==> src/hw/twhcp_pkg.sv <==
package twhcp_pkg;
  // operational address: upper six bits identify this port
  localparam logic [5:0] OWN_ADDR     = 6'h18;
  localparam int         ADDR_ID_HI   = 7;
  localparam int         ADDR_ID_LO   = 2;
  // bits per serial byte, counted 0..7
  localparam logic [2:0] LAST_BIT     = 3'h7;
  // data operation modes carried in address bits 1..0
  typedef enum logic [1:0] {
    MODE_WR_ITEM   = 2'b00,
    MODE_RD_ITEM   = 2'b01,
    MODE_WR_CTRL   = 2'b10,
    MODE_RD_STATUS = 2'b11
  } twhcp_mode_t;
  // start-up sequence of the port after reset
  typedef enum logic [1:0] {
    INIT_WAIT_HI = 2'b00,
    INIT_WAIT_LO = 2'b01,
    INIT_RUN     = 2'b10
  } twhcp_init_t;
  // control codes
  localparam logic [7:0] CMD_SETTINGS  = 8'h00;
  localparam logic [7:0] CMD_DEC_HDR   = 8'h01;
  localparam logic [7:0] CMD_USED_HDR  = 8'h02;
  localparam logic [7:0] CMD_ERR_RPT   = 8'h03;
  localparam logic [7:0] CMD_RSVD_ITEM = 8'h04;
  localparam logic [7:0] CMD_ANC_DATA  = 8'h05;
  localparam logic [7:0] CMD_COEFF     = 8'h06;
  localparam logic [7:0] CMD_CONTINUE  = 8'h07;
  // status byte layout
  localparam int         ST_READY     = 0;
  localparam int         ST_SYNC      = 1;
  localparam int         ST_DSTATE_LO = 5;
  localparam logic [2:0] ST_UNDEF_VAL = 3'h0;
  // reset values
  localparam logic [7:0] CTRL_RST     = 8'h00;
  localparam logic [7:0] BYTE_RST     = 8'h00;

  // codes that open an item transfer
  function automatic logic is_item_cmd(input logic [7:0] code);
    return code <= CMD_COEFF;
  endfunction
endpackage

==> src/hw/twhcp_port.sv <==
`timescale 1ns/100ps
`default_nettype none
module twhcp_port #(
  parameter int IDX_W = 8  // item byte index width
) (
  input  wire logic             clock,
  input  wire logic             rstn,
  input  wire logic             ctl_serial_data_in,
  output wire logic             ctl_serial_data_out,
  output var  logic             ctl_serial_data_oe,
  input  wire logic             ctl_bit_clock,
  input  wire logic             addr_data_select,
  input  wire logic             core_ready,
  input  wire logic             input_sync_flag,
  input  wire logic [2:0]       decode_state,
  input  wire logic [7:0]       item_rd_data,
  output var  logic [7:0]       control_word,
  output var  logic             cmd_strobe,
  output var  logic             item_active,
  output var  logic [7:0]       item_cmd,
  output var  logic [IDX_W-1:0] byte_index,
  output var  logic [7:0]       item_wr_data,
  output var  logic             item_wr_strobe,
  output var  logic             item_rd_strobe,
  output var  logic             port_armed
);
  // refuse an index that cannot count
  if (IDX_W < 1) begin : g_chk
    $error("IDX_W must be at least 1");
  end

  logic                  clk_s1, clk_s2, clk_s3;   // bit clock sync and edge history
  logic                  sel_s1, sel_s2, sel_s3;   // select sync and edge history
  logic                  dat_s1, dat_s2;           // data sync
  twhcp_pkg::twhcp_init_t init_state;              // start-up progress
  logic [2:0]            bitcnt;                   // bits taken in current byte
  logic [7:0]            shreg_in;                 // incoming bits, lsb first
  logic [7:0]            shreg_out;                // outgoing bits, lsb first
  logic                  matched;                  // last address was ours
  twhcp_pkg::twhcp_mode_t mode;                    // held data operation mode
  logic                  ctl_seen;                 // a control byte arrived since reset
  logic                  reload_pend;              // load next outgoing byte
  logic                  saved_active;             // an item waits for continue
  logic [7:0]            saved_cmd;                // interrupted item code
  logic [IDX_W-1:0]      saved_index;              // interrupted item position
  logic                  run;                      // port armed
  logic                  clk_rise, clk_fall, sel_rise, sel_fall;
  logic                  byte_done, addr_done, data_done, ctl_done, item_done;
  logic [7:0]            byte_in;                  // completed byte
  logic [7:0]            status_byte;              // live status word

  // edges and byte completion, all on synchronised copies
  assign run       = (init_state == twhcp_pkg::INIT_RUN);
  assign clk_rise  = clk_s2 & ~clk_s3;
  assign clk_fall  = ~clk_s2 & clk_s3;
  assign sel_rise  = sel_s2 & ~sel_s3;
  assign sel_fall  = ~sel_s2 & sel_s3;
  assign byte_in   = {dat_s2, shreg_in[7:1]};
  assign byte_done = run & clk_rise & (bitcnt == twhcp_pkg::LAST_BIT);
  assign addr_done = byte_done & ~sel_s2;
  assign data_done = byte_done & sel_s2 & matched;
  assign ctl_done  = data_done & (mode == twhcp_pkg::MODE_WR_CTRL);
  assign item_done = data_done & item_active &
                     ((mode == twhcp_pkg::MODE_WR_ITEM) | (mode == twhcp_pkg::MODE_RD_ITEM));
  // ready only once a control byte was seen and the core can take a byte
  assign status_byte = {decode_state, twhcp_pkg::ST_UNDEF_VAL, input_sync_flag, ctl_seen & core_ready};
  assign ctl_serial_data_out = shreg_out[0];

  // pin synchronisers; first stages feed only the second
  always_ff @(posedge clock or negedge rstn) begin
    if (!rstn) begin
      {clk_s1, clk_s2, clk_s3} <= 3'h7;
      {sel_s1, sel_s2, sel_s3} <= 3'h0;
      {dat_s1, dat_s2}         <= 2'h0;
    end else begin
      clk_s1 <= ctl_bit_clock;
      clk_s2 <= clk_s1;
      clk_s3 <= clk_s2;
      sel_s1 <= addr_data_select;
      sel_s2 <= sel_s1;
      sel_s3 <= sel_s2;
      dat_s1 <= ctl_serial_data_in;
      dat_s2 <= dat_s1;
    end
  end

  // start-up: select pulse with clock high before anything counts
  always_ff @(posedge clock or negedge rstn) begin
    if (!rstn) begin
      init_state <= twhcp_pkg::INIT_WAIT_HI;
      port_armed <= 1'b0;
    end else begin
      port_armed <= run;
      case (init_state)
        twhcp_pkg::INIT_WAIT_HI: begin
          if (sel_rise & clk_s2) begin
            init_state <= twhcp_pkg::INIT_WAIT_LO;
          end
        end
        twhcp_pkg::INIT_WAIT_LO: begin
          // a clock pulse inside the select pulse spoils the sequence
          if (!clk_s2) begin
            init_state <= twhcp_pkg::INIT_WAIT_HI;
          end else if (sel_fall) begin
            init_state <= twhcp_pkg::INIT_RUN;
          end
        end
        twhcp_pkg::INIT_RUN: begin
          init_state <= twhcp_pkg::INIT_RUN;
        end
        default: begin
          init_state <= twhcp_pkg::INIT_WAIT_HI;
        end
      endcase
    end
  end

  // bit counter and input shifter; a select edge restarts the byte
  always_ff @(posedge clock or negedge rstn) begin
    if (!rstn) begin
      bitcnt   <= 3'h0;
      shreg_in <= twhcp_pkg::BYTE_RST;
    end else if (!run || sel_rise || sel_fall) begin
      bitcnt <= 3'h0;
    end else if (clk_rise) begin
      bitcnt   <= bitcnt + 3'h1;  // wraps to 0 after the eighth bit
      shreg_in <= byte_in;
    end
  end

  // address decode; every address is heard, whoever it is for
  always_ff @(posedge clock or negedge rstn) begin
    if (!rstn) begin
      matched <= 1'b0;
      mode    <= twhcp_pkg::MODE_WR_ITEM;
    end else if (addr_done) begin
      matched <= (byte_in[twhcp_pkg::ADDR_ID_HI:twhcp_pkg::ADDR_ID_LO] == twhcp_pkg::OWN_ADDR);
      mode    <= twhcp_pkg::twhcp_mode_t'(byte_in[1:0]);
    end
  end

  // control word; no ready check needed, each one overrides
  always_ff @(posedge clock or negedge rstn) begin
    if (!rstn) begin
      control_word <= twhcp_pkg::CTRL_RST;
      ctl_seen     <= 1'b0;
      cmd_strobe   <= 1'b0;
    end else begin
      cmd_strobe <= ctl_done;
      if (ctl_done) begin
        control_word <= byte_in;
        ctl_seen     <= 1'b1;
      end
    end
  end

  // item tracking; only one item can be parked for continue
  always_ff @(posedge clock or negedge rstn) begin
    if (!rstn) begin
      item_active  <= 1'b0;
      item_cmd     <= twhcp_pkg::CTRL_RST;
      byte_index   <= '0;
      saved_active <= 1'b0;
      saved_cmd    <= twhcp_pkg::CTRL_RST;
      saved_index  <= '0;
    end else if (ctl_done) begin
      if (twhcp_pkg::is_item_cmd(byte_in)) begin
        // coefficient write parks the running item unless that item is itself a coefficient item
        if (byte_in == twhcp_pkg::CMD_COEFF && item_active && item_cmd != twhcp_pkg::CMD_COEFF) begin
          saved_active <= 1'b1;
          saved_cmd    <= item_cmd;
          saved_index  <= byte_index;
        end
        item_active <= 1'b1;
        item_cmd    <= byte_in;
        byte_index  <= '0;
      end else if (byte_in == twhcp_pkg::CMD_CONTINUE) begin
        if (saved_active) begin
          item_active  <= 1'b1;
          item_cmd     <= saved_cmd;
          byte_index   <= saved_index;
          saved_active <= 1'b0;
        end
      end else begin
        item_active <= 1'b0;
      end
    end else if (item_done) begin
      byte_index <= byte_index + IDX_W'(1);
    end
  end

  // item byte strobes toward the core
  always_ff @(posedge clock or negedge rstn) begin
    if (!rstn) begin
      item_wr_data   <= twhcp_pkg::BYTE_RST;
      item_wr_strobe <= 1'b0;
      item_rd_strobe <= 1'b0;
    end else begin
      item_wr_strobe <= item_done & (mode == twhcp_pkg::MODE_WR_ITEM);
      item_rd_strobe <= item_done & (mode == twhcp_pkg::MODE_RD_ITEM);
      if (item_done && mode == twhcp_pkg::MODE_WR_ITEM) begin
        item_wr_data <= byte_in;
      end
    end
  end

  // outgoing byte: reloaded one cycle after a select rise or a data byte so the core can step
  always_ff @(posedge clock or negedge rstn) begin
    if (!rstn) begin
      reload_pend <= 1'b0;
      shreg_out   <= twhcp_pkg::BYTE_RST;
    end else begin
      reload_pend <= run & sel_s2 & matched & (sel_rise | byte_done);
      if (reload_pend) begin
        if (mode == twhcp_pkg::MODE_RD_STATUS) begin
          shreg_out <= status_byte;
        end else begin
          shreg_out <= item_active ? item_rd_data : twhcp_pkg::BYTE_RST;
        end
      end else if (clk_fall && bitcnt != 3'h0) begin
        shreg_out <= {1'b0, shreg_out[7:1]};
      end
    end
  end

  // pin drive only in a matched read with select high
  always_ff @(posedge clock or negedge rstn) begin
    if (!rstn) begin
      ctl_serial_data_oe <= 1'b0;
    end else begin
      ctl_serial_data_oe <= run & sel_s2 & matched &
                            ((mode == twhcp_pkg::MODE_RD_ITEM) | (mode == twhcp_pkg::MODE_RD_STATUS));
    end
  end
endmodule // twhcp_port
`default_nettype wire

==> config.mk <==
export PLATFORM = sky130hd
export DESIGN_NAME = twhcp_port
export DESIGN_NICKNAME = d
export VERILOG_FILES = /design/src/hw/twhcp_pkg.sv /design/src/hw/twhcp_port.sv
export SDC_FILE = /design/constraint.sdc
export NUM_CORES = 1
export LEC_CHECK = 0
export ABC_AREA = 1
export ABC_CLOCK_PERIOD_IN_PS = 2000
export BUFFER_PORTS_ARGS = -buffer_cell sky130_fd_sc_hd__buf_2
export CORE_MARGIN = 4
export CORE_UTILIZATION = 50
export CTS_CLUSTER_SIZE = 25
export DETAILED_ROUTE_END_ITERATION = 8
export PLACE_DENSITY_LB_ADDON = 0.15
export SLEW_MARGIN = 30
export SYNTH_ARGS = -nofsm -noshare
export SYNTH_HDL_FRONTEND = slang
export SYNTH_SLANG_ARGS = --single-unit
export TNS_END_PERCENT = 20
==> constraint.sdc <==
create_clock -name clock -period 2 [get_ports clock]
set_input_delay 0 -clock clock [delete_from_list [all_inputs] [get_ports clock]]
set_output_delay 0 -clock clock [all_outputs]
set_load 0.05 [all_outputs]
==> results of run 1 <==
[cell usage in the layout, fill, tap and decap left out, types with 6 or more instances in the layout]
master	count
buf_2	55
nor2_1	20
nand2_1	133
dlygate4sd3_1	12
o21ai_2	8
nand3_1	44
a21oi_1	6
o21ai_0	28
buf_4	14
nand2_2	6
clkbuf_8	9
inv_1	44
o21ai_1	22
dfrtp_1	85
[cells by family (layout without fill, tap and decap cells)]
logic type                 Yosys count  count (layout)  synth area share, %
AOI/OAI and AO/OA                   69              69                 9.73
and+or+nand+nor                    222             222                 26.1
DFF                                 88              88                 55.2
xor gates and xnor gates             3               3                0.657
adders and majority gates            4               4                 1.25
buffers and inverters               63             146                 7.10
[layer usage]
metal	track usage [%]	up-vias	part of all wire, %
met5	0	-	0
met3	4.38	12	4.5
met4	5.75	0	1.3
li1	-	1599	-
met2	28.5	68	47
met1	25.2	1454	47
[power breakdown]
group | internal, mW | switching [mW]
clock network | 0.584 | 0.637
registers | 1.83 | 0.0291
logic | 0.0802 | 0.178
[flip-flops by register name (all words and copies together), names as in the netlist, 2 cells and up]
name and cells:
item_wr_data 8, byte_index 8, saved_cmd 8, bitcnt 3
control_word 8, saved_index 8, shreg_out 8, item_cmd 8
shreg_in 7, init_state 2, mode 2
[final cells by class]
type | instances | share of cell area (%)
inverter | 48 | 3.79
sequential | 88 | 46.4
multi-input combinational | 298 | 32.0
tap | 102 | 2.69
clock buffer | 10 | 2.69
clock inverter | 6 | 1.42
timing repair buffer | 82 | 11.0
[worst register-to-register path: cells and delay by family, from the launching register on]
kind | cells | cell delay, ps
AND/OR/NAND/NOR | 6 | 730
flip-flops | 1 | 410
adder cells (fa/ha/maj) | 2 | 300
buffers and inverters | 3 | 340
[through the flow]
stage	util (%)	hold WS, ps	total power [mW]	setup slack (ps)	instance area, um2
after floorplan	-	-296	2.03	287	4000
after global placement	56.7	18.2	2.13	191	4400
after detailed placement	56.7	15.0	2.13	91.3	4400
after CTS	60.7	30.8	3.37	63.9	4720
after global routing	61.2	52.6	3.50	1.82	4750
final	61.2	40.5	3.33	165	4750
[timing repair]
item / in CTS / in global routing
setup endpoints to repair: 0 / 11
hold buffers: 12 / 0
hold endpoints to repair: 49 / 0
buffers inserted: 0 / 3
gates resized for setup: 0 / 2
[path summary, 6_finish.rpt]
path                                      start            end  slack (ps)  cells after the start
worst max-delay path                  bitcnt[0]  byte_index[7]         160                     11
worst min-delay path            decode_state[0]   shreg_out[5]          40                      5
worst max register to register        bitcnt[0]  byte_index[7]         160                     11
worst min register to register           clk_s1         clk_s2         360                      0
min in group asynchronous                  rstn         sel_s2         150                      2
max in group asynchronous                  rstn         clk_s1        1220                      3
==> impl_metrics.toml, run 1 <==
[outcome]
status = "finished clean"

[floorplanning]
rows = 32
fp.dieH_um = 97.4
start_util_pct = 51.5
io_pins = 57
dieArea_mm2 = 0.00949
coreArea_mm2 = 0.00777
die_w_um = 97.4

[critical_path]
crit_type = "flip-flop to flip-flop"
cp_max_fo = 8
crit_path_end_kind = "flip-flop"
crit_family = "simple AND/OR/NAND/NOR gates"
cpPeakStageDelay_ps = 410
cp.arrival_ps = 2140
crit_chain = "ha_1 -> ha_1 -> inv_1 -> nor2_8 -> nand2_2 -> nor2_8 -> nand3_4 -> buf_4 -> nand3_1 -> nand2_1 -> inv_1"
path_buf_inv = 3
critical_path.slowest_cell = "dfrtp_1"
critPathLaunchType = "flip-flop"
critPathRequiredTime_ps = 2300

[yosys]
synth_largest_area_cell = "dfrtp_1"
ys_top_cells_by_count = "nand2_1, dfrtp_1, inv_1, nand3_1, o21ai_0"
synth-seq-cells = 88
netlist_area_mm2 = 0.00400
synthArstFlopShare_pct = 100
yosys_warnings = 0
synthTopCellsByArea = "dfrtp_1, nand2_1, nand3_1"
seq_area_frac_synth_pct = 55.2
synth_most_common_cell = "nand2_1"
syn_inst = 449
synth.net_count = 471
ys_types = 35
synth_top_area_share_pct = 53.2
synth-edff-count = 0
syn_avg_cell_area_um2 = 8.91
ys.flop_type = "dfrtp_1"

[clock_tree]
root_buffer = "clkbuf_8"
htreeDepth = 3
cts_tree = "yes"
clockBufferDepth = 2
cts_buffers = 9
path_clk_slew_ps = 90
clock_latency_ps = 360
clock-sinks = 88

[power]
vdd_drop_max_uv = 402
p_leak_nw = 2.50
p_per_area_mw_per_mm2 = 702

[finish]
fillerInstances = 701
stdcell_count = 634
seq_area_mm2 = 0.00221
n_antenna_cell = 0
post_route_cells_drive_above_1_share_pct = 22.2
syn_to_final_growth_pct = 18.8
multiInputGateArea_mm2 = 0.00152
nets = 549

[route]
drc_errors = 0
wirelength_um = 8240
first_pass_iters = 4
drt_iter0_drc = 139
vias = 3133
viasPerCell = 4.94
final_antenna_net_count = 0
wl_per_cell_um = 13.0

[grt]
overflow = 0
grtUsageTotal_pct = 18.2
antenna_found_initial = 0
grt_pass1_wl_um = 14300
first_global_vias = 3057
grt_max_degree = 42

[sta]
fin_setup_tns_ps = 0
fmax_mhz = 545
setup_viol = 0
rsz0062_at_grt = "false"
fin_skew_ps = 10.3
hold_viol = 0
min_period_ps = 1840
slew_headroom_pct = 65.2
drv_slew = 0
worst_pin_slew_ps = 522
period_share_pct = 91.8

[placed_design]
dp.cells = 603
post-dp-hpwl_um = 5970
numPortBuffers = 56
gp_congestion = 0.854

[min_path]
hold_class = "primary input to flip-flop"

[run]
cap_violations = 0
Power figures use the tool's default switching activity.
==> inputs of run 2 (changes only) <==
--- a/config.mk
+++ b/config.mk
@@ -5,7 +5,6 @@
 export SDC_FILE = /design/constraint.sdc
 export NUM_CORES = 1
 export LEC_CHECK = 0
-export ABC_AREA = 1
 export ABC_CLOCK_PERIOD_IN_PS = 2000
 export BUFFER_PORTS_ARGS = -buffer_cell sky130_fd_sc_hd__buf_2
 export CORE_MARGIN = 4
==> run 2 against run 1 <==
  * The flow now finishes with violations (negative setup slack)
  * Sequential cell count did not move
  * Critical path depth down 1
  * Global-route usage is 0.31 points higher
  * Clock power decreased by 7%
  * Register-to-register slack got worse by 180 ps
  * Synthesized cell count is 23% lower
  * Clock skew rose by 4.1 ps
  * Critical endpoint is now saved_cmd[1]
==> impl_metrics.toml, run 2 <==
[floorplanning]
dieArea_mm2 = 0.00910
die_w_um = 95.4
coreArea_mm2 = 0.00733
fp.dieH_um = 95.4
start_util_pct = 52.1
io_pins = 57
rows = 31

[critical_path]
crit_type = "flip-flop to flip-flop"
cp.arrival_ps = 2250
reg2regPathDepth = 10
critPathRequiredTime_ps = 2230
critPathLaunchType = "flip-flop"
crit_path_end_kind = "flip-flop"
cp_max_fo = 9
ff2ff_setup_slack_ps = -10
r2r_end = "saved_cmd[1]"
r2r_start = "bitcnt[1]"

[min_path]
whs_endpoint = "shreg_out[5]"
hold_class = "primary input to flip-flop"
whs_path_depth = 5
hold_start = "item_rd_data[5]"

[yosys]
synth_top_area_share_pct = 55.7
ys_top_cells_by_count = "dfrtp_1, nand2_1, o21ai_0, mux2_2"
synth_largest_area_cell = "dfrtp_1"
ys_types = 50
synthArstFlopShare_pct = 100
synth_most_common_cell = "dfrtp_1"
synth.net_count = 367
synth-seq-cells = 88
synthTopCellsByArea = "dfrtp_1, mux2_2, nand2_1"
yosys_warnings = 0
netlist_area_mm2 = 0.00382
ys.flop_type = "dfrtp_1"
syn_inst = 345
syn_avg_cell_area_um2 = 11.1
seq_area_frac_synth_pct = 57.8
synth-edff-count = 0

[route]
drt_iter0_drc = 109
viasPerCell = 5.24
first_pass_iters = 4
drc_errors = 0
final_antenna_net_count = 0
vias = 2803
wirelength_um = 7900
wl_per_cell_um = 14.8

[grt]
overflow = 0
antenna_found_initial = 0
grtUsageTotal_pct = 18.5
grt_max_degree = 53
first_global_vias = 2795
grt_pass1_wl_um = 12900

[outcome]
violations = "negative setup slack"
status = "finished with violations"

[finish]
multiInputGateArea_mm2 = 0.00152
syn_to_final_growth_pct = 22.7
seq_area_mm2 = 0.00221
stdcell_area_mm2 = 0.00469
final_common_cell = "dfrtp_1"
nets = 453
layout_common_cells = "dfrtp_1, nand2_1, buf_2, o21ai_0, mux2_2"
post_route_cells_drive_above_1_share_pct = 32.1
n_antenna_cell = 0
fillerInstances = 586

[sta]
hold_viol = 0
drv_slew = 0
worst_pin_slew_ps = 529
min_period_ps = 2010
fin_ws_ps = -14.1
rsz0062_at_grt = "true"
period_share_pct = 101
fin_skew_ps = 14.4
setup_viol = 2
fmax_mhz = 497
slew_headroom_pct = 64.4

[placed_design]
numPortBuffers = 56
place_area_mm2 = 0.00432
post-dp-hpwl_um = 5510
place_ws_ps = 29.6
gp_congestion = 0.796

[power]
vdd_drop_max_uv = 408
p_per_area_mw_per_mm2 = 673
p_leak_nw = 2.37

[clock_tree]
clock_latency_ps = 350
cts_tree = "yes"
clock-sinks = 88
cts_buffers = 9
clockBufferDepth = 2
path_clk_slew_ps = 80
htreeDepth = 3
root_buffer = "clkbuf_8"

[run]
cap_violations = 0
-- run 2: worst max path at each step --
stage	start	end	slack [ps]	depth (start not counted)
finish	bitcnt[1]	saved_cmd[1]	-10	10
global route	bitcnt[1]	saved_cmd[1]	-130	10
CTS	bitcnt[0]	saved_cmd[1]	7	10
detailed placement	bitcnt[0]	saved_cmd[1]	30	10
global placement	bitcnt[0]	saved_cmd[6]	60	10
floorplan	bitcnt[0]	saved_cmd[0]	-0.4	11
-- run 2: critical path: stages (launching register included) --
cell and delay [ps]:
dfrtp_1 360, ha_1 150, ha_1 130, nand3b_1 150, nor2_4 140, nand2_2 70
inv_2 70, nand2_2 60, a211o_4 300, buf_12 160, mux2_4 300
-- run 2: cell type report --
| cell class | instances | share of cell area, % |
|---|---|---|
| clock buffers | 12 | 3.31 |
| clock inverters | 4 | 0.614 |
| inverters | 9 | 0.721 |
| multi-input cells | 233 | 32.4 |
| flip-flops and latches | 88 | 47.1 |
| well taps | 99 | 2.64 |
| repair buffers | 90 | 13.3 |
-- run 2: cells by family (layout without fill, tap and decap cells) --
family	Yosys count	count (layout)	share of synthesized area (%)
simple gates	133	133	17.2
flops	88	88	57.8
compound gates	56	56	8.36
mux	38	38	11.9
buf+inv	24	115	3.01
fa+ha+maj	4	4	1.31
xor+xnor	2	2	0.459
-- run 2: where the power goes --
group	switching (mW)	total, mW	internal (mW)
Clock	0.610	1.13	0.520
Sequential	0.0337	1.84	1.81
Combinational	0.103	0.184	0.0815
-- run 2: metrics by stage --
step / cells / TNS (ps) / power (mW) / util, % / hold WS, ps
final: 535 / -19.6 / 3.16 / 63.9 / 33.9
after global routing: 535 / -1740 / 3.30 / 63.9 / 52.6
after CTS: 532 / 0 / 3.20 / 63.1 / 21.0
after detailed placement: 504 / 0 / 2.04 / 59.0 / -5.18
after global placement: 504 / 0 / 2.04 / 59.0 / -5.75
after floorplan: 345 / -3.70 / 1.94 / - / -296
-- run 2: what timing repair did --
action,in CTS,in global routing
hold buffers,12,0
hold endpoints to repair,47,0
resized for setup,0,4
setup endpoints to repair,0,21
setup buffers,0,2
-- run 2: routing by layer --
layer / global-route usage, % / share of wire [%] / wire length [um] / up-vias
met5: 0 / 0 / 0 / -
met4: 7.82 / 1.3 / 106 / 0
met3: 3.87 / 4.9 / 386 / 13
met2: 28.4 / 46 / 3610 / 78
met1: 25.8 / 48 / 3790 / 1348
li1: - / - / - / 1364
